==> config.mk <==
export PLATFORM = sky130hd
export DESIGN_NAME = i2c_host
export DESIGN_NICKNAME = d
export VERILOG_FILES = /design/src/rtl/i2c_host.v /design/src/rtl/sync_fifo.v
export VERILOG_INCLUDE_DIRS = /design/src /design/src/common
export SDC_FILE = /design/constraint.sdc
export NUM_CORES = 1
export LEC_CHECK = 0
export BUFFER_PORTS_ARGS = -buffer_cell sky130_fd_sc_hd__buf_2
export CORE_MARGIN = 4
export CORE_UTILIZATION = 55
export DETAILED_ROUTE_END_ITERATION = 12
export PLACE_DENSITY = 0.72
export SLEW_MARGIN = 20
export SYNTH_ARGS = -nofsm -noshare
export SYNTH_HDL_FRONTEND = slang
export SYNTH_HIERARCHICAL = 1
export SYNTH_SLANG_ARGS = --single-unit
export TNS_END_PERCENT = 50
==> constraint.sdc <==
create_clock -name mclk -period 5.5 [get_ports mclk]
set_input_delay 0 -clock mclk [delete_from_list [all_inputs] [get_ports mclk]]
set_output_delay 0 -clock mclk [all_outputs]
set_load 0.05 [all_outputs]
==> src/common/i2c_host_regs.vh <==
// Constants shared by the two-wire host controller and its write-data buffer
`ifndef I2C_HOST_REGS_VH
`define I2C_HOST_REGS_VH

// ****************************************
// Timing
// ****************************************
// System clock period in ns
`define CLK_PERIOD_NS 5
// Serial clock period in ns
`define SCL_PERIOD_NS 2500
// Quarter of a serial clock period in system cycles, rounded down
`define SCL_QUARTER_CYC (`SCL_PERIOD_NS / (4 * `CLK_PERIOD_NS))
// Width of the quarter-period counter
`define QCNT_W 16

// ****************************************
// Addressing
// ****************************************
// Seven-bit address of the device on the bus
`define DEV_ADDR 7'h51
// Direction bit values
`define DIR_READ 1'b1
`define DIR_WRITE 1'b0
// Width of the word-address field that the device uses
`define PTR_W 4
// Bit index of the acknowledge slot
`define ACK_SLOT 4'h8

// ****************************************
// Buffering
// ****************************************
`define FIFO_DEPTH 8
`define FIFO_AW 3

`endif

==> src/rtl/i2c_host.v <==
// Two-wire bus master that reads and writes the clock/calendar registers
`timescale 1ns/1ps
`default_nettype none
`include "i2c_host_regs.vh"

module i2c_host #(
    parameter [`QCNT_W-1:0] QUARTER = `SCL_QUARTER_CYC,
    parameter DEPTH = `FIFO_DEPTH
) (
    input wire mclk,
    input wire rst,
    input wire cmd_valid,
    output wire cmd_ready,
    input wire cmd_read,
    input wire cmd_ptr_en,
    input wire [`PTR_W-1:0] cmd_ptr,
    input wire [7:0] cmd_len,
    input wire [7:0] wr_data,
    input wire wr_valid,
    output wire wr_ready,
    output wire [7:0] rd_data,
    output wire rd_valid,
    output wire busy,
    output wire done,
    output wire nack_err,
    input wire scl_i,
    output wire scl_o,
    output wire scl_oe,
    input wire sda_i,
    output wire sda_o,
    output wire sda_oe
);

    // ****************************************
    // States and byte kinds
    // ****************************************
    localparam [4:0] S_IDLE = 5'h01;
    localparam [4:0] S_START = 5'h02;
    localparam [4:0] S_BIT = 5'h04;
    localparam [4:0] S_WAIT = 5'h08;
    localparam [4:0] S_STOP = 5'h10;

    localparam [1:0] K_ADDR = 2'h0;
    localparam [1:0] K_PTR = 2'h1;
    localparam [1:0] K_DATA = 2'h2;

    reg [4:0] state_reg;
    reg [1:0] kind_reg;
    reg [1:0] ph_reg;
    reg [3:0] bit_reg;
    reg [7:0] sh_reg;
    reg [7:0] left_reg;
    reg [`PTR_W-1:0] ptr_reg;
    reg [`QCNT_W-1:0] qcnt_reg;
    reg read_reg;
    reg ptr_pend_reg;
    reg restart_reg;
    reg ack_reg;
    reg scl_oe_reg;
    reg sda_oe_reg;
    reg [7:0] rd_data_reg;
    reg rd_valid_reg;
    reg done_reg;
    reg nack_reg;
    reg scl_meta_reg;
    reg scl_sync_reg;
    reg sda_meta_reg;
    reg sda_sync_reg;

    wire tick;
    wire bus_free;
    wire rx_byte;
    wire more_data;
    wire fifo_valid;
    wire fifo_pop;
    wire [7:0] fifo_data;

    // ****************************************
    // Pin synchronisers
    // ****************************************
    // Both lines come from outside the clock domain
    always @(posedge mclk) begin
        if (rst) begin
            scl_meta_reg <= 1'b1;
            scl_sync_reg <= 1'b1;
            sda_meta_reg <= 1'b1;
            sda_sync_reg <= 1'b1;
        end else begin
            scl_meta_reg <= scl_i;
            scl_sync_reg <= scl_meta_reg;
            sda_meta_reg <= sda_i;
            sda_sync_reg <= sda_meta_reg;
        end
    end

    // ****************************************
    // Write-data buffer
    // ****************************************
    // Popped only while the engine waits with the clock held low
    assign fifo_pop = state_reg[3];

    sync_fifo #(
        .WIDTH(8),
        .DEPTH(DEPTH),
        .AW(`FIFO_AW)
    ) wr_buf (
        .mclk(mclk),
        .rst(rst),
        .in_valid(wr_valid),
        .in_ready(wr_ready),
        .in_data(wr_data),
        .out_valid(fifo_valid),
        .out_ready(fifo_pop),
        .out_data(fifo_data)
    );

    // ****************************************
    // Quarter-period divider
    // ****************************************
    // Stopped while idle or waiting so each phase starts a full quarter
    assign tick = (qcnt_reg == QUARTER - 1'b1);

    always @(posedge mclk) begin
        if (rst) begin
            qcnt_reg <= {`QCNT_W{1'b0}};
        end else if (state_reg[0] || state_reg[3] || tick) begin
            qcnt_reg <= {`QCNT_W{1'b0}};
        end else begin
            qcnt_reg <= qcnt_reg + 1'b1;
        end
    end

    // ****************************************
    // Combinational helpers
    // ****************************************
    // A new transfer waits for both lines high
    assign bus_free = scl_sync_reg & sda_sync_reg;
    assign cmd_ready = state_reg[0] & bus_free;
    // We receive only data bytes of a read, after any restart
    assign rx_byte = (kind_reg == K_DATA) & read_reg & ~restart_reg;
    // Data byte counter counts down; zero length closes after the address or pointer byte
    assign more_data = (kind_reg == K_DATA) ? (left_reg != 8'h01)
                       : (left_reg != 8'h00);

    // ****************************************
    // Bus engine
    // ****************************************
    // Four phases per bit: set data, raise clock, sample, lower clock
    always @(posedge mclk) begin
        if (rst) begin
            state_reg <= S_IDLE;
            kind_reg <= K_ADDR;
            ph_reg <= 2'h0;
            bit_reg <= 4'h0;
            sh_reg <= 8'h00;
            left_reg <= 8'h00;
            ptr_reg <= {`PTR_W{1'b0}};
            read_reg <= 1'b0;
            ptr_pend_reg <= 1'b0;
            restart_reg <= 1'b0;
            ack_reg <= 1'b0;
            scl_oe_reg <= 1'b0;
            sda_oe_reg <= 1'b0;
            rd_data_reg <= 8'h00;
            rd_valid_reg <= 1'b0;
            done_reg <= 1'b0;
            nack_reg <= 1'b0;
        end else begin
            rd_valid_reg <= 1'b0;
            done_reg <= 1'b0;
            nack_reg <= 1'b0;
            case (state_reg)
                S_IDLE: begin
                    scl_oe_reg <= 1'b0;
                    sda_oe_reg <= 1'b0;
                    if (cmd_valid && bus_free) begin
                        read_reg <= cmd_read;
                        ptr_pend_reg <= cmd_ptr_en;
                        ptr_reg <= cmd_ptr;
                        left_reg <= cmd_len;
                        // Pointer then read needs a repeated start
                        restart_reg <= cmd_read & cmd_ptr_en;
                        // Without a pointer write the device reads on from its pointer
                        sh_reg <= {`DEV_ADDR, cmd_ptr_en ? `DIR_WRITE : cmd_read};
                        kind_reg <= K_ADDR;
                        ph_reg <= 2'h0;
                        state_reg <= S_START;
                    end
                end
                S_START: begin
                    if (tick) begin
                        case (ph_reg)
                            2'h0: sda_oe_reg <= 1'b0;
                            2'h1: scl_oe_reg <= 1'b0;
                            2'h2: sda_oe_reg <= 1'b1;
                            default: scl_oe_reg <= 1'b1;
                        endcase
                        ph_reg <= ph_reg + 1'b1;
                        if (ph_reg == 2'h3) begin
                            bit_reg <= 4'h0;
                            state_reg <= S_BIT;
                        end
                    end
                end
                S_BIT: begin
                    if (tick) begin
                        ph_reg <= ph_reg + 1'b1;
                        case (ph_reg)
                            2'h0: begin
                                // Data changes only while the clock is low
                                if (bit_reg == `ACK_SLOT) begin
                                    // Acknowledge every read byte but the last
                                    sda_oe_reg <= rx_byte & more_data;
                                end else begin
                                    sda_oe_reg <= ~rx_byte & ~sh_reg[7];
                                end
                            end
                            2'h1: scl_oe_reg <= 1'b0;
                            2'h2: begin
                                // Sample mid-high; writes shift back their own bits
                                if (bit_reg == `ACK_SLOT) begin
                                    ack_reg <= ~sda_sync_reg;
                                end else begin
                                    sh_reg <= {sh_reg[6:0], sda_sync_reg};
                                end
                            end
                            default: begin
                                scl_oe_reg <= 1'b1;
                                if (bit_reg != `ACK_SLOT) begin
                                    bit_reg <= bit_reg + 1'b1;
                                    if (bit_reg == 4'h7 && rx_byte) begin
                                        rd_data_reg <= sh_reg;
                                        rd_valid_reg <= 1'b1;
                                    end
                                end else if (!rx_byte && !ack_reg) begin
                                    // No answer: address mismatch or refused byte
                                    nack_reg <= 1'b1;
                                    state_reg <= S_STOP;
                                end else begin
                                    // Ninth pulse done; pick the next byte
                                    bit_reg <= 4'h0;
                                    if (kind_reg == K_DATA) begin
                                        left_reg <= left_reg - 1'b1;
                                    end
                                    if (kind_reg == K_ADDR && ptr_pend_reg) begin
                                        // Upper word-address bits go out as zero
                                        kind_reg <= K_PTR;
                                        ptr_pend_reg <= 1'b0;
                                        sh_reg <= {{(8-`PTR_W){1'b0}}, ptr_reg};
                                    end else if (kind_reg == K_PTR && restart_reg) begin
                                        // Repeated start, then read from the new pointer
                                        restart_reg <= 1'b0;
                                        kind_reg <= K_ADDR;
                                        sh_reg <= {`DEV_ADDR, `DIR_READ};
                                        state_reg <= S_START;
                                    end else begin
                                        kind_reg <= K_DATA;
                                        if (!more_data) begin
                                            state_reg <= S_STOP;
                                        end else if (!read_reg) begin
                                            // Device steps its pointer each byte
                                            state_reg <= S_WAIT;
                                        end
                                    end
                                end
                            end
                        endcase
                    end
                end
                S_WAIT: begin
                    // Clock held low until the buffer has a byte
                    if (fifo_valid) begin
                        sh_reg <= fifo_data;
                        ph_reg <= 2'h0;
                        state_reg <= S_BIT;
                    end
                end
                S_STOP: begin
                    if (tick) begin
                        case (ph_reg)
                            2'h0: sda_oe_reg <= 1'b1;
                            2'h1: scl_oe_reg <= 1'b0;
                            2'h2: sda_oe_reg <= 1'b0;
                            default: begin
                                done_reg <= 1'b1;
                                state_reg <= S_IDLE;
                            end
                        endcase
                        ph_reg <= ph_reg + 1'b1;
                    end
                end
                default: begin
                    state_reg <= S_IDLE;
                end
            endcase
        end
    end

    // ****************************************
    // Outputs
    // ****************************************
    // Open drain: the enable pulls low, the level is always zero
    assign scl_o = 1'b0;
    assign sda_o = 1'b0;
    assign scl_oe = scl_oe_reg;
    assign sda_oe = sda_oe_reg;
    assign rd_data = rd_data_reg;
    assign rd_valid = rd_valid_reg;
    assign done = done_reg;
    assign nack_err = nack_reg;
    assign busy = ~state_reg[0];

endmodule // i2c_host

`default_nettype wire

==> src/rtl/sync_fifo.v <==
// Synchronous FIFO with valid/ready on both sides
`timescale 1ns/1ps
`default_nettype none

module sync_fifo #(
    parameter WIDTH = 8,
    parameter DEPTH = 8,
    parameter AW = 3
) (
    input wire mclk,
    input wire rst,
    input wire in_valid,
    output wire in_ready,
    input wire [WIDTH-1:0] in_data,
    output wire out_valid,
    input wire out_ready,
    output wire [WIDTH-1:0] out_data
);

    reg [WIDTH-1:0] mem [0:DEPTH-1];
    reg [AW-1:0] wr_ptr_reg;
    reg [AW-1:0] rd_ptr_reg;
    reg [AW:0] count_reg;

    wire push;
    wire pop;

    // Honest flags straight from the fill count
    assign in_ready = (count_reg != DEPTH[AW:0]);
    assign out_valid = (count_reg != {(AW+1){1'b0}});
    assign out_data = mem[rd_ptr_reg];
    assign push = in_valid & in_ready;
    assign pop = out_valid & out_ready;

    // Storage needs no reset; only pointers and count do
    always @(posedge mclk) begin
        if (push) begin
            mem[wr_ptr_reg] <= in_data;
        end
    end

    // Pointers wrap at the depth, not at the power of two
    always @(posedge mclk) begin
        if (rst) begin
            wr_ptr_reg <= {AW{1'b0}};
            rd_ptr_reg <= {AW{1'b0}};
            count_reg <= {(AW+1){1'b0}};
        end else begin
            if (push) begin
                wr_ptr_reg <= (wr_ptr_reg == DEPTH[AW-1:0] - 1'b1) ? {AW{1'b0}}
                              : wr_ptr_reg + 1'b1;
            end
            if (pop) begin
                rd_ptr_reg <= (rd_ptr_reg == DEPTH[AW-1:0] - 1'b1) ? {AW{1'b0}}
                              : rd_ptr_reg + 1'b1;
            end
            if (push && !pop) begin
                count_reg <= count_reg + 1'b1;
            end else if (pop && !push) begin
                count_reg <= count_reg - 1'b1;
            end
        end
    end

endmodule // sync_fifo

`default_nettype wire

# After elaboration in Yosys (flattened, before gate mapping)
# Memories as Yosys holds them, arrays and structs flattened. A register that Yosys moved wholly into a read port is not among the register bits.
# Index checks and enable logic that the tools add are counted.
# Widths: inputs -> output; s select.
dict set report word_totals {
  reg_bits 80
  latchBits 0
  ram_bits 64
  rom_bits 0
  out_inout_bits 18
  wordCells 237
  mem_count 1
}
# name depth word_bits read_ports rd_ports_with_merged_regs wr line_no
set mem_list {}
lappend mem_list {wr_buf.mem 8 8 1 1 1 sync_fifo.v:20} ;# reg [WIDTH-1:0] mem [0:DEPTH-1];
dict set report classes {
  add_sub_neg 8
  mul 0
  div_mod_pow 0
  n_lt_le_gt_ge 0
  n_eq_ne 47
  shifts 0
  n_mux 91
  bitwise 19
  reduce_logical 46
}
# cell count
set ops {}
lappend ops {{$mux 8} 14}
lappend ops {{$mux 5} 14}
lappend ops {{$ne 2x2->1 const B} 17}
lappend ops {{$mux 4} 8}
lappend ops {{$pmux 8 s2} 2}
lappend ops {{$mux 1} 28}
lappend ops {{$pmux 5 s5} 1}
lappend ops {{$pmux 8 s3} 1}
lappend ops {{$ne 3x3->1 const B} 7}
lappend ops {{$reduce_and 7->1} 3}
lappend ops {{$mux 2} 9}
lappend ops {{$add 16x1->16 const B} 1}
lappend ops {{$eq 16x7->1 const B} 1}
lappend ops {{$reduce_or 7->1} 2}
lappend ops {{$mux 3} 4}
lappend ops {{$ne 4x4->1 const B} 3}
lappend ops {{$reduce_and 6->1} 2}
lappend ops {{$reduce_and 11->1} 1}
lappend ops {{$not 1->1} 10}
lappend ops {{$pmux 1 s2} 5}
lappend ops {{$reduce_and 5->1} 2}
lappend ops {{$and 1x1->1} 9}
lappend ops {{$reduce_and 9->1} 1}
lappend ops {{$reduce_bool 3->1} 3}
lappend ops {{other kinds (35)} 63}

# Depth between registers and ports, before layout
# Gate-level depths: netlist of run 1.
dict set report logic_depth {
  depth_word 10
  depth_mapped 10
  ltp_nobuf 10
}

# By module
# Netlist of run 1, hierarchy kept.
# module instances cells_per_inst area_each_um2
set modules_own_cells {}
lappend modules_own_cells {i2c_host 1 464 3861.2}
lappend modules_own_cells {sync_fifo 1 168 3130.5}

# Worst setup path after synthesis of run 1
# Ideal clock, no wire load.
dict set report synth_timing {
  path_kind {flip-flop to flip-flop}
  start {register wr_buf.count_reg[1]}
  end {register wr_buf.count_reg[3]}
  setup_ns 0.121
  arrival_time_ns 2.609
  required_time_ns 5.379
  slack_ns 2.770
  stages_incl_launch_ff 11
  n_path_buf 0
  synth_period_minus_slack_ns 2.730
  cell_sequence {dfxtp_1 > or4b_4 > nand2_2 > inv_1 > ha_1 > inv_1 > ha_1 > a21oi_1 > a211oi_1 > a31oi_1 > mux2_2}
}
dict set report synth_between {
  elab_chain_len 5
}
# element line_no
set synth_lines {}
lappend synth_lines {{start: declaration} sync_fifo.v:23} ;# reg [AW:0] count_reg;
lappend synth_lines {{start signal: assignment} sync_fifo.v:47} ;# count_reg <= {(AW+1){1'b0}};
lappend synth_lines {{start signal: assignment} sync_fifo.v:58} ;# count_reg <= count_reg + 1'b1;
lappend synth_lines {{start signal: assignment} sync_fifo.v:60} ;# count_reg <= count_reg - 1'b1;
lappend synth_lines {{$ne 4x4->1 (*)} sync_fifo.v:29} ;# assign in_ready = (count_reg != DEPTH[AW:0]);
lappend synth_lines {{net wr_ready} i2c_host.v:20} ;# output wire wr_ready,
lappend synth_lines {{$and 1x1->1 (*)} sync_fifo.v:32} ;# assign push = in_valid & in_ready;
lappend synth_lines {{net wr_buf.push} sync_fifo.v:25} ;# wire push;
lappend synth_lines {{$logic_not 1->1} sync_fifo.v:59} ;# end else if (pop && !push) begin
lappend synth_lines {{$logic_and 1x1->1} sync_fifo.v:59}
lappend synth_lines {{$reduce_bool 2->1 (no line)} n/a}
# Mark *: on every way through the listed nets, which the timed path passes. The rest lies on a longest branch. The select of a mux whose other input is x is not followed.
# A chain may end at the register's enable or synchronous reset.

# Final worst setup path of run 1
dict set report layout_timing {
  start {register qcnt_reg[0]}
  end {register rd_data_reg[1], in the netlist rd_data[1]}
}
dict set report layout_between {
  elab_chain_len 2
}
# element line_no
set layout_lines {}
lappend layout_lines {{start: declaration} i2c_host.v:54} ;# reg [`QCNT_W-1:0] qcnt_reg;
lappend layout_lines {{start signal: assignment} i2c_host.v:125} ;# qcnt_reg <= {`QCNT_W{1'b0}};
lappend layout_lines {{start signal: assignment} i2c_host.v:127} ;# qcnt_reg <= {`QCNT_W{1'b0}};
lappend layout_lines {{start signal: assignment} i2c_host.v:129} ;# qcnt_reg <= qcnt_reg + 1'b1;
lappend layout_lines {{$eq 16x7->1} i2c_host.v:121} ;# assign tick = (qcnt_reg == QUARTER - 1'b1);
lappend layout_lines {{$reduce_and 5->1 (no line)} n/a}
lappend layout_lines {{end signal: assignment} i2c_host.v:232} ;# rd_data_reg <= sh_reg;
lappend layout_lines {{end: declaration} i2c_host.v:61} ;# reg [7:0] rd_data_reg;
# No other way between the ends.

==> impl_metrics.json, run 1 <==
{
  "clk_latency_ns": 0.42,
  "placement.io_buffers": 43,
  "skew_ns": 0.00791,
  "boundaryPins": 46,
  "crit_path_max_fanout": 16,
  "row_count": 40,
  "root_buffer": "clkbuf_16",
  "synth_xor_area_share_pct": 1.88,
  "r2r_slack_ns": 2.44,
  "stdcell_area_um2": 8200,
  "hold_buffers": 24,
  "fin_crit_ns": 3.06,
  "rsz0062_at_grt": "no",
  "die_w_um": 121,
  "diodes": 0,
  "worst-setup-path-type": "reg -> reg",
  "max-clock-path-buffers": 2,
  "fp.coreArea_um2": 12200,
  "synth_adder_area_share_pct": 3.51,
  "grt_max_degree": 68,
  "synth-main-ff-cell": "dfxtp_1",
  "outcome": "complete, no violations",
  "wl_um": 15300,
  "synth.area.mux_share_pct": 10.3,
  "drtIter0Drc": 549,
  "numCtsBuffers": 17,
  "yosysSeqAreaShare_pct": 51.3,
  "die-area_um2": 14600,
  "cellPowerDensity_nw_per_um2": 378,
  "drive_gt1_share_pct": 17.0,
  "peakVddDrop_uv": 268,
  "htreeDepth": 4,
  "min_to": "left_reg[2]",
  "required_ns": 5.78,
  "end_kind": "register",
  "path_clk_slew_ns": 0.06,
  "die_h_um": 121,
  "cts_tree": "built",
  "vias": 5181,
  "ff2ff_path_depth": 7,
  "nets": 739,
  "synth-edff-count": 64,
  "initial_utilization_pct": 57.3,
  "r2r-start": "qcnt_reg[0]",
  "holdPathStages": 4,
  "synth_warnings": 6,
  "whs_ns": 0.0688,
  "setup_ws_ns": 2.44,
  "antenna_found_initial": 0,
  "fin_crit_sh_pct": 55.6,
  "cp.arrival_ns": 3.34,
  "ant_nets": 0,
  "place_inst": 817,
  "maxSlewHeadroom_pct": 35.3,
  "fin_setup_tns_ns": 0,
  "cts_setup_buffers": 0,
  "gp_congestion": 0.887,
  "vias_per_cell": 5.93,
  "grt_pass1_wl_um": 25300,
  "pre_cts_slack_ns": 2.44,
  "final-setup-viol-count": 0,
  "power.leakage_nw": 2.99,
  "route.detailed.drc": 0,
  "synth_compound_area_share_pct": 11.4,
  "largest_reg_flops": 64,
  "drv_slew": 0,
  "placedInstanceArea_um2": 7320,
  "worstHoldPathType": "in -> reg",
  "post-dp-hpwl_um": 10000,
  "avgSynthCellArea_um2": 11.1,
  "max_freq_mhz": 327,
  "synth.largest_area_cell": "edfxtp_1",
  "synth_simple_gate_area_share_pct": 18.0,
  "grt-ovfl-total": 0,
  "routedWlPerCell_um": 17.5,
  "grt_pass1_vias": 5052,
  "synthTopCellsByCount": "dfxtp_1 (83), edfxtp_1 (64), nor2_1 (55)",
  "netlist_area_um2": 6990,
  "worst_slew_pin_slew_ns": 0.962,
  "cts_sinks": 147,
  "synthCells": 632,
  "startpoint_type": "register",
  "fill_cells": 897,
  "synthTopCellsByArea": "edfxtp_1 (27%), dfxtp_1 (24%), mux4_1 (5.6%)",
  "finalNonFillerCells": 873,
  "track_usage_pct": 21.9,
  "drtPass1Iterations": 5,
  "drv_cap": 0,
  "areaGrowthSynthToFinish_pct": 17.3,
  "synth_top_family_by_area": "simple AND/OR/NAND/NOR gates",
  "synth_top_area_share_pct": 27.5,
  "min_from": "cmd_len[2]",
  "ys_ff_latch": 147,
  "yosysMostFrequentCell": "dfxtp_1",
  "async_flop_share_pct": 0,
  "finalHoldViolations": 0,
  "r2r-end": "rd_data[1]",
  "synth.distinct_cells": 74,
  "cts_resized": 0
}
==> cells in the final DEF (no fill, tap or decap), types with 9 or more instances in the layout <==
| cell type | Yosys | final |
|---|---|---|
| nor2_1 | 55 | 55 |
| and3_1 | 10 | 10 |
| a21oi_1 | 33 | 33 |
| mux4_1 | 15 | 15 |
| nand2_1 | 41 | 41 |
| a31oi_1 | 16 | 16 |
| dlygate4sd3_1 | 0 | 24 |
| mux2i_1 | 12 | 12 |
| clkbuf_16 | 0 | 17 |
| buf_2 | 1 | 43 |
| nor3_1 | 15 | 15 |
| dfxtp_1 | 83 | 83 |
| edfxtp_1 | 64 | 64 |
| mux2_2 | 14 | 14 |
| nor2b_1 | 10 | 10 |
| inv_1 | 24 | 24 |
| ha_1 | 18 | 18 |
| o211ai_1 | 9 | 9 |
| o21ai_0 | 16 | 16 |
| nand3_1 | 31 | 31 |
==> cells by family after synthesis <==
family | Yosys count
flops | 147
simple gates | 230
xor+xnor | 15
mux | 44
fa+ha+maj | 19
compound gates | 117
buf+inv | 59
other cells | 1
==> layer usage <==
metal / global-route usage (%) / vias to the layer above / part of all wire [%]
li1: - / 2506 / -
met1: 29.2 / 2478 / 44
met2: 35.3 / 171 / 49
met3: 4.68 / 26 / 5.2
met4: 8.50 / 0 / 2.0
met5: 0 / - / 0
==> worst max-delay path, stage by stage, from the launching register on <==
cell,delay (ns)
dfxtp_1,0.36
inv_1,0.08
ha_1,0.15
or4b_4,0.49
nor4_4,0.76
nand4_1,0.69
mux2i_1,0.33
nor2_1,0.05
==> per-stage QoR <==
step | util (%) | power (W)
floorplan | - | 0.00171
detailed placement | 59.9 | 0.00185
global placement | 59.9 | 0.00183
finish | 67.1 | 0.00310
CTS | 67.1 | 0.00312
global route | 67.1 | 0.00324
==> cell type report <==
cell class / count / area, µm² / area share (%)
clock buffers: 18 / 429 / 5.24
clock inverters: 14 / 211 / 2.58
inverters: 24 / 90.1 / 1.10
multi-input cells: 427 / 3160 / 38.5
flip-flops and latches: 147 / 3580 / 43.7
well taps: 168 / 210 / 2.56
repair buffers: 75 / 515 / 6.29
==> how the worst max path moves through the flow <==
stage                        start             endpoint  slack [ns]  cells after the start
3_3_place_gp           qcnt_reg[0]           rd_data[6]        2.53                      7
5_1_grt                qcnt_reg[0]           rd_data[6]        2.19                      7
4_1_cts                qcnt_reg[0]           rd_data[4]        2.44                      7
6_report               qcnt_reg[0]           rd_data[1]        2.44                      7
2_1_floorplan  wr_buf/count_reg[1]  wr_buf/count_reg[3]        2.77                     10
3_5_place_dp           qcnt_reg[0]           rd_data[4]        2.44                      7
==> power breakdown <==
part	switching [W]	internal, W
Combinational	0.000344	0.000219
Clock	0.000473	0.000775
Sequential	0.0000743	0.00121
Total	0.000891	0.00221
No activity file was read; power rests on OpenSTA's default activity.
==> run 2, diff against run 1 <==
ABC_AREA = 1   (was not set)
clock period = 2.9 ns   (was 5.5 ns; I/O delays follow)
==> run 2 against run 1 <==
Against the previous run: die area increased by 5.9%; combinational power grew to 4.2 times the previous value; worst setup slack worse by 1.7 ns; final area rose by 4.1%; count of clock-buffer cells in the layout rose by 1; global-route usage fell by 0.46 points; critical path depth rose by 1; non-clock buffer count grew 2; largest power group unchanged; highest routed layer unchanged.
==> impl_metrics.json, run 2 <==
{
  "grt_pass1_vias": 5579,
  "final-setup-viol-count": 0,
  "min_from": "cmd_len[6]",
  "grt_max_degree": 43,
  "drtIter0Drc": 474,
  "peakVddDrop_uv": 456,
  "netlist_area_um2": 7430,
  "synth_warnings": 6,
  "ys_ff_latch": 147,
  "worstHoldPathType": "in -> reg",
  "largest_reg_flops": 64,
  "required_ns": 3.21,
  "initial_utilization_pct": 56.1,
  "startpoint_type": "register",
  "worst_slew_pin_slew_ns": 0.895,
  "cts_sinks": 147,
  "numCtsBuffers": 17,
  "setup_ws_ns": 0.776,
  "avgSynthCellArea_um2": 7.82,
  "track_usage_pct": 21.5,
  "cts_resized": 0,
  "synth.distinct_cells": 40,
  "cp_common_cell": "nor2_1",
  "max_freq_mhz": 471,
  "cellPowerDensity_nw_per_um2": 830,
  "grt_use_met2_pct": 33.2,
  "synth.largest_area_cell": "edfxtp_1",
  "stdcell_area_um2": 8530,
  "synth_xor_area_share_pct": 0.707,
  "grt_pass1_wl_um": 27200,
  "synth_simple_gate_area_share_pct": 32.6,
  "htreeDepth": 4,
  "fill_cells": 1154,
  "grt-ovfl-total": 0,
  "vias_per_cell": 5.11,
  "critPathMaxStageDelay_ns": 0.50,
  "synth.area.mux_share_pct": 0,
  "critical_path.cell_chain": "nor2_2, nand2_2, nor2_4, nand2_4, nor3_4, inv_2, nor2_1, nor2_1",
  "path_buf_inv": 1,
  "wl_um": 16100,
  "crit_path_max_fanout": 24,
  "multi_input_area_um2": 3290,
  "vias": 6172,
  "r2r-start": "state_reg[0]",
  "async_flop_share_pct": 0,
  "fin_crit_ns": 2.12,
  "synth_compound_area_share_pct": 7.52,
  "worst-setup-path-type": "reg -> reg",
  "grtUsageMet1_pct": 30.1,
  "gp_congestion": 0.886,
  "fin_setup_tns_ns": 0,
  "row_count": 42,
  "grtUsageMet3_pct": 4.63,
  "clk_latency_ns": 0.42,
  "synthTopCellsByCount": "nor2_1 (217), nand2_1 (194), dfxtp_1 (83)",
  "synth_adder_area_share_pct": 3.30,
  "synth_top_family_by_area": "simple AND/OR/NAND/NOR gates",
  "maxSlewHeadroom_pct": 40.1,
  "top_usage_layer": "met2",
  "crit_family": "simple AND/OR/NAND/NOR gates",
  "cts_tree": "built",
  "outcome": "complete, no violations",
  "drtPass1Iterations": 7,
  "die_w_um": 124,
  "diodes": 0,
  "fp.coreArea_um2": 13200,
  "synthTopCellsByArea": "edfxtp_1 (26%), dfxtp_1 (22%), nor2_1 (11%)",
  "crit_path_start": "state_reg[0]",
  "yosysMostFrequentCell": "nor2_1",
  "rsz0062_at_grt": "no",
  "register_area_um2": 3580,
  "die_h_um": 124,
  "layout_common_cells": "nor2_1 (217), nand2_1 (194), dfxtp_1 (83)",
  "path_clk_slew_ns": 0.06,
  "placement.io_buffers": 43,
  "drive_gt1_share_pct": 13.7,
  "finalHoldViolations": 0,
  "power.leakage_nw": 3.75,
  "routedWlPerCell_um": 13.3,
  "areaGrowthSynthToFinish_pct": 14.8,
  "synthCells": 950,
  "antenna_found_initial": 0,
  "route.detailed.drc": 0,
  "pre_cts_slack_ns": 0.776,
  "max-clock-path-buffers": 2,
  "synth-edff-count": 64,
  "fin_crit_sh_pct": 73.2,
  "root_buffer": "clkbuf_16",
  "boundaryPins": 46,
  "placedInstanceArea_um2": 7740,
  "post-dp-hpwl_um": 10900,
  "die-area_um2": 15400,
  "synth-main-ff-cell": "dfxtp_1",
  "synth_top_area_share_pct": 25.9,
  "final_common_cell": "nor2_1",
  "p_total_w": 0.00708,
  "cp_slowest_cell": "nor2_4",
  "drv_cap": 0,
  "ant_nets": 0,
  "cp.arrival_ns": 2.44,
  "drv_slew": 0,
  "nets": 1067,
  "yosysSeqAreaShare_pct": 48.2,
  "end_kind": "register",
  "skew_ns": 0.00800
}
## run 2: changes by cell type after synthesis, moves of 20 or more
cell      before  now
clkbuf_1      29    4
inv_1         24   82
nand2_1       41  194
o21ai_1        0   32
nand4_1        8   28
nor2_1        55  217
o21ai_0       16   40
## run 2: worst paths after layout
check / cells after the start / endpoint / slack, ns
worst max-delay path: 8 / rd_data[7] / 0.78
worst min-delay path: 7 / left_reg[6] / 0.03
worst max register to register: 8 / rd_data[7] / 0.78
worst min register to register: 1 / scl_sync_reg / 0.42
## run 2: layer usage
metal  share of wire (%)  vias to the layer above  wire [µm]
li1                    -                     3218          -
met1                  47                     2777       7500
met2                  46                      154       7320
met3                 6.0                       23        963
met4                 1.8                        0        283
met5                   0                        -          0
## run 2: worst register-to-register path, delay by kind of cell (launching register included)
kind / cells / cell delay, ns
and+or+nand+nor: 7 / 1.55
DFF: 1 / 0.33
buffers and inverters: 1 / 0.14
## run 2: layout make-up
type | count | area share (%)
Clock buffer | 19 | 5.07
Clock inverter | 13 | 1.30
Inverter | 96 | 4.25
Multi-Input combinational cell | 681 | 38.5
Sequential cell | 147 | 42.0
Tap cell | 176 | 2.58
Timing Repair Buffer | 77 | 6.25
## run 2: cells by family (layout without fill, tap and decap cells)
| group | Yosys count | count (layout) |
|---|---|---|
| compound gates | 107 | 107 |
| buf+inv | 123 | 205 |
| simple gates | 547 | 547 |
| xor+xnor | 6 | 6 |
| flops | 147 | 147 |
| fa+ha+maj | 19 | 19 |
| other cells | 1 | 2 |
## run 2: report_power, final
group / total, W / switching, W / leakage, nW / internal [W]
combinational: 0.00239 / 0.00159 / 2.24 / 0.000795
clock: 0.00201 / 0.000841 / 0.249 / 0.00117
sequential: 0.00268 / 0.000240 / 1.26 / 0.00244
## run 2: per-stage QoR
stage	std cells	utilization, %	hold slack, ns
2_1_floorplan	951	-	0.0691
3_3_place_gp	1152	58.4	0.185
3_5_place_dp	1152	58.4	0.184
4_1_cts	1209	64.4	0.0112
5_1_grt	1209	64.4	0.0492
6_report	1209	64.4	0.0261
## run 2: repair_timing
item	in CTS	in global routing
setup buffers	0	0
hold buffers	25	0
hold endpoints to repair	85	0
==> run 3, diff against run 2 <==
clock period = 2 ns   (was 2.9 ns; I/O delays follow)
==> run 3 against run 2 <==
Against the previous run: fmax up 10%; count of clock-buffer cells in the layout up 2; register-to-register slack worse by 0.70 ns; final cell count up 2.0%; largest cell class unchanged; critical path type unchanged; highest routed layer unchanged; critical endpoint is now wr_buf/count_reg[3].
==> impl_metrics.json, run 3 (same netlist as run 2, synthesis figures left out) <==
{
  "finalNonFillerCells": 1233,
  "root_buffer": "clkbuf_16",
  "critPathMaxStageDelay_ns": 0.35,
  "fill_cells": 1122,
  "wl_met1_um": 7810,
  "stdcell_area_um2": 8810,
  "fp.coreArea_um2": 13200,
  "worst_slew_pin_slew_ns": 0.526,
  "end_kind": "register",
  "finalHoldViolations": 0,
  "skew_ns": 0.0106,
  "drive_gt1_share_pct": 16.3,
  "ant_nets": 0,
  "power.leakage_nw": 3.91,
  "startpoint_type": "register",
  "routedWlPerCell_um": 13.5,
  "antenna_found_initial": 0,
  "final-setup-viol-count": 0,
  "worstHoldPathType": "in -> reg",
  "pre_cts_slack_ns": 0.0442,
  "gp_congestion": 0.943,
  "route.detailed.drc": 0,
  "vias_per_cell": 5.18,
  "die-area_um2": 15400,
  "place_inst": 1174,
  "diodes": 0,
  "row_count": 42,
  "swShare_pct": 37.3,
  "peakVddDrop_uv": 694,
  "max-clock-path-buffers": 2,
  "placedInstanceArea_um2": 7910,
  "cts_sinks": 147,
  "wl_met3_um": 919,
  "final_common_cell": "nor2_1",
  "cts_tree": "built",
  "cp_common_cell": "nand3_1",
  "wl_met2_um": 7540,
  "switchingPower_w": 0.00402,
  "track_usage_pct": 21.9,
  "rsz0062_at_grt": "yes",
  "path_clk_slew_ns": 0.06,
  "areaGrowthSynthToFinish_pct": 18.6,
  "grt-ovfl-total": 0,
  "htreeDepth": 4,
  "cp.arrival_ns": 2.25,
  "cellPowerDensity_nw_per_um2": 1220,
  "whs_ns": 0.194,
  "grt_pass1_vias": 5914,
  "placement.io_buffers": 43,
  "clkPwrFrac_pct": 29.4,
  "nets": 1091,
  "crit_path_max_fanout": 5,
  "required_ns": 2.33,
  "top_layer": "met4",
  "max_freq_mhz": 520,
  "outcome": "complete, no violations",
  "critical_path.cell_chain": "nor2_4, nand3_4, nand2_4, inv_2, ha_2, inv_4, ha_1, or2_2, nand3_1, nand3_1, nand2_1, inv_1",
  "fin_crit_ns": 1.92,
  "drtPass1Iterations": 5,
  "drv_cap": 0,
  "seq_power_share_pct": 35.8,
  "wl_um": 16600,
  "setup_ws_ns": 0.0751,
  "drv_slew": 0,
  "clk_latency_ns": 0.43,
  "fin_crit_sh_pct": 96.2,
  "largest_reg_flops": 64,
  "die_h_um": 124,
  "die_w_um": 124,
  "maxSlewHeadroom_pct": 64.9,
  "layout_common_cells": "nor2_1 (217), nand2_1 (194), dfxtp_1 (81)",
  "p_int_w": 0.00675,
  "vias": 6381,
  "grt_pass1_wl_um": 27800,
  "drtIter0Drc": 432,
  "p_comb_share_pct": 34.7,
  "boundaryPins": 46,
  "post-dp-hpwl_um": 11800,
  "numCtsBuffers": 17,
  "initial_utilization_pct": 56.1,
  "cp_slowest_cell": "dfxtp_2",
  "worst-setup-path-type": "reg -> reg",
  "grt_max_degree": 37
}
run 3: cell count changes in the layout (fill, tap and decap cells not counted), moves of 2 or more:
cell,before,now
clkinvlp_2,3,0
buf_4,9,31
dfxtp_2,0,2
nand3_4,1,3
inv_1,82,80
dfxtp_1,83,81
inv_6,1,5
clkbuf_16,17,19
run 3: path summary, 6_finish.rpt:
path / start / to / slack, ns / depth (start not counted)
setup / recovery: wr_buf/count_reg[1] / wr_buf/count_reg[3] / 0.08 / 12
hold / removal: cmd_valid / ptr_reg[0] / 0.19 / 5
setup reg to reg: wr_buf/count_reg[1] / wr_buf/count_reg[3] / 0.08 / 12
hold reg to reg: scl_meta_reg / scl_sync_reg / 0.41 / 1
run 3: layout make-up:
cell class | count | area, µm² | area share (%)
Clock buffer | 21 | 483 | 5.48
Tap cell | 176 | 220 | 2.50
Timing Repair Buffer | 101 | 728 | 8.26
Inverter | 96 | 365 | 4.15
Clock inverter | 11 | 114 | 1.29
Sequential cell | 147 | 3590 | 40.7
Multi-Input combinational cell | 681 | 3320 | 37.6
run 3: critical path: cells and delay by family (launching register included):
kind / cells / cell delay (ns)
adder cells (fa/ha/maj): 2 / 0.44
buffers and inverters: 3 / 0.16
AND/OR/NAND/NOR: 7 / 0.87
flip-flops: 1 / 0.35
run 3: metal layers:
layer	global-route usage (%)	vias up
li1	-	3266
met1	30.2	2899
met2	33.4	183
met3	4.50	33
met4	9.41	0
met5	0	-
run 3: metrics by stage:
step / TNS [ns] / power, W / util [%]
2_1_floorplan: 0 / 0.00673 / -
3_3_place_gp: 0 / 0.00741 / 59.8
3_5_place_dp: 0 / 0.00748 / 59.8
4_1_cts: 0 / 0.0107 / 66.2
5_1_grt: -0.0588 / 0.0115 / 66.6
6_report: 0 / 0.0108 / 66.6
run 3: power by group through the flow:
stage                     clock (W)  combinational, W  sequential [W]
after global placement            0           0.00350         0.00391
after CTS                   0.00321           0.00363         0.00386
after floorplan                   0           0.00287         0.00386
final                       0.00317           0.00374         0.00386
after detailed placement          0           0.00356         0.00392
after global routing        0.00336           0.00425         0.00391
run 3: repair_timing:
item | in CTS | in global routing
setup buffers | 0 | 1
hold buffers | 26 | 0
endpoints found under the hold margin | 91 | 0
endpoints found under the setup margin | 0 | 16
gates resized for setup | 0 | 6
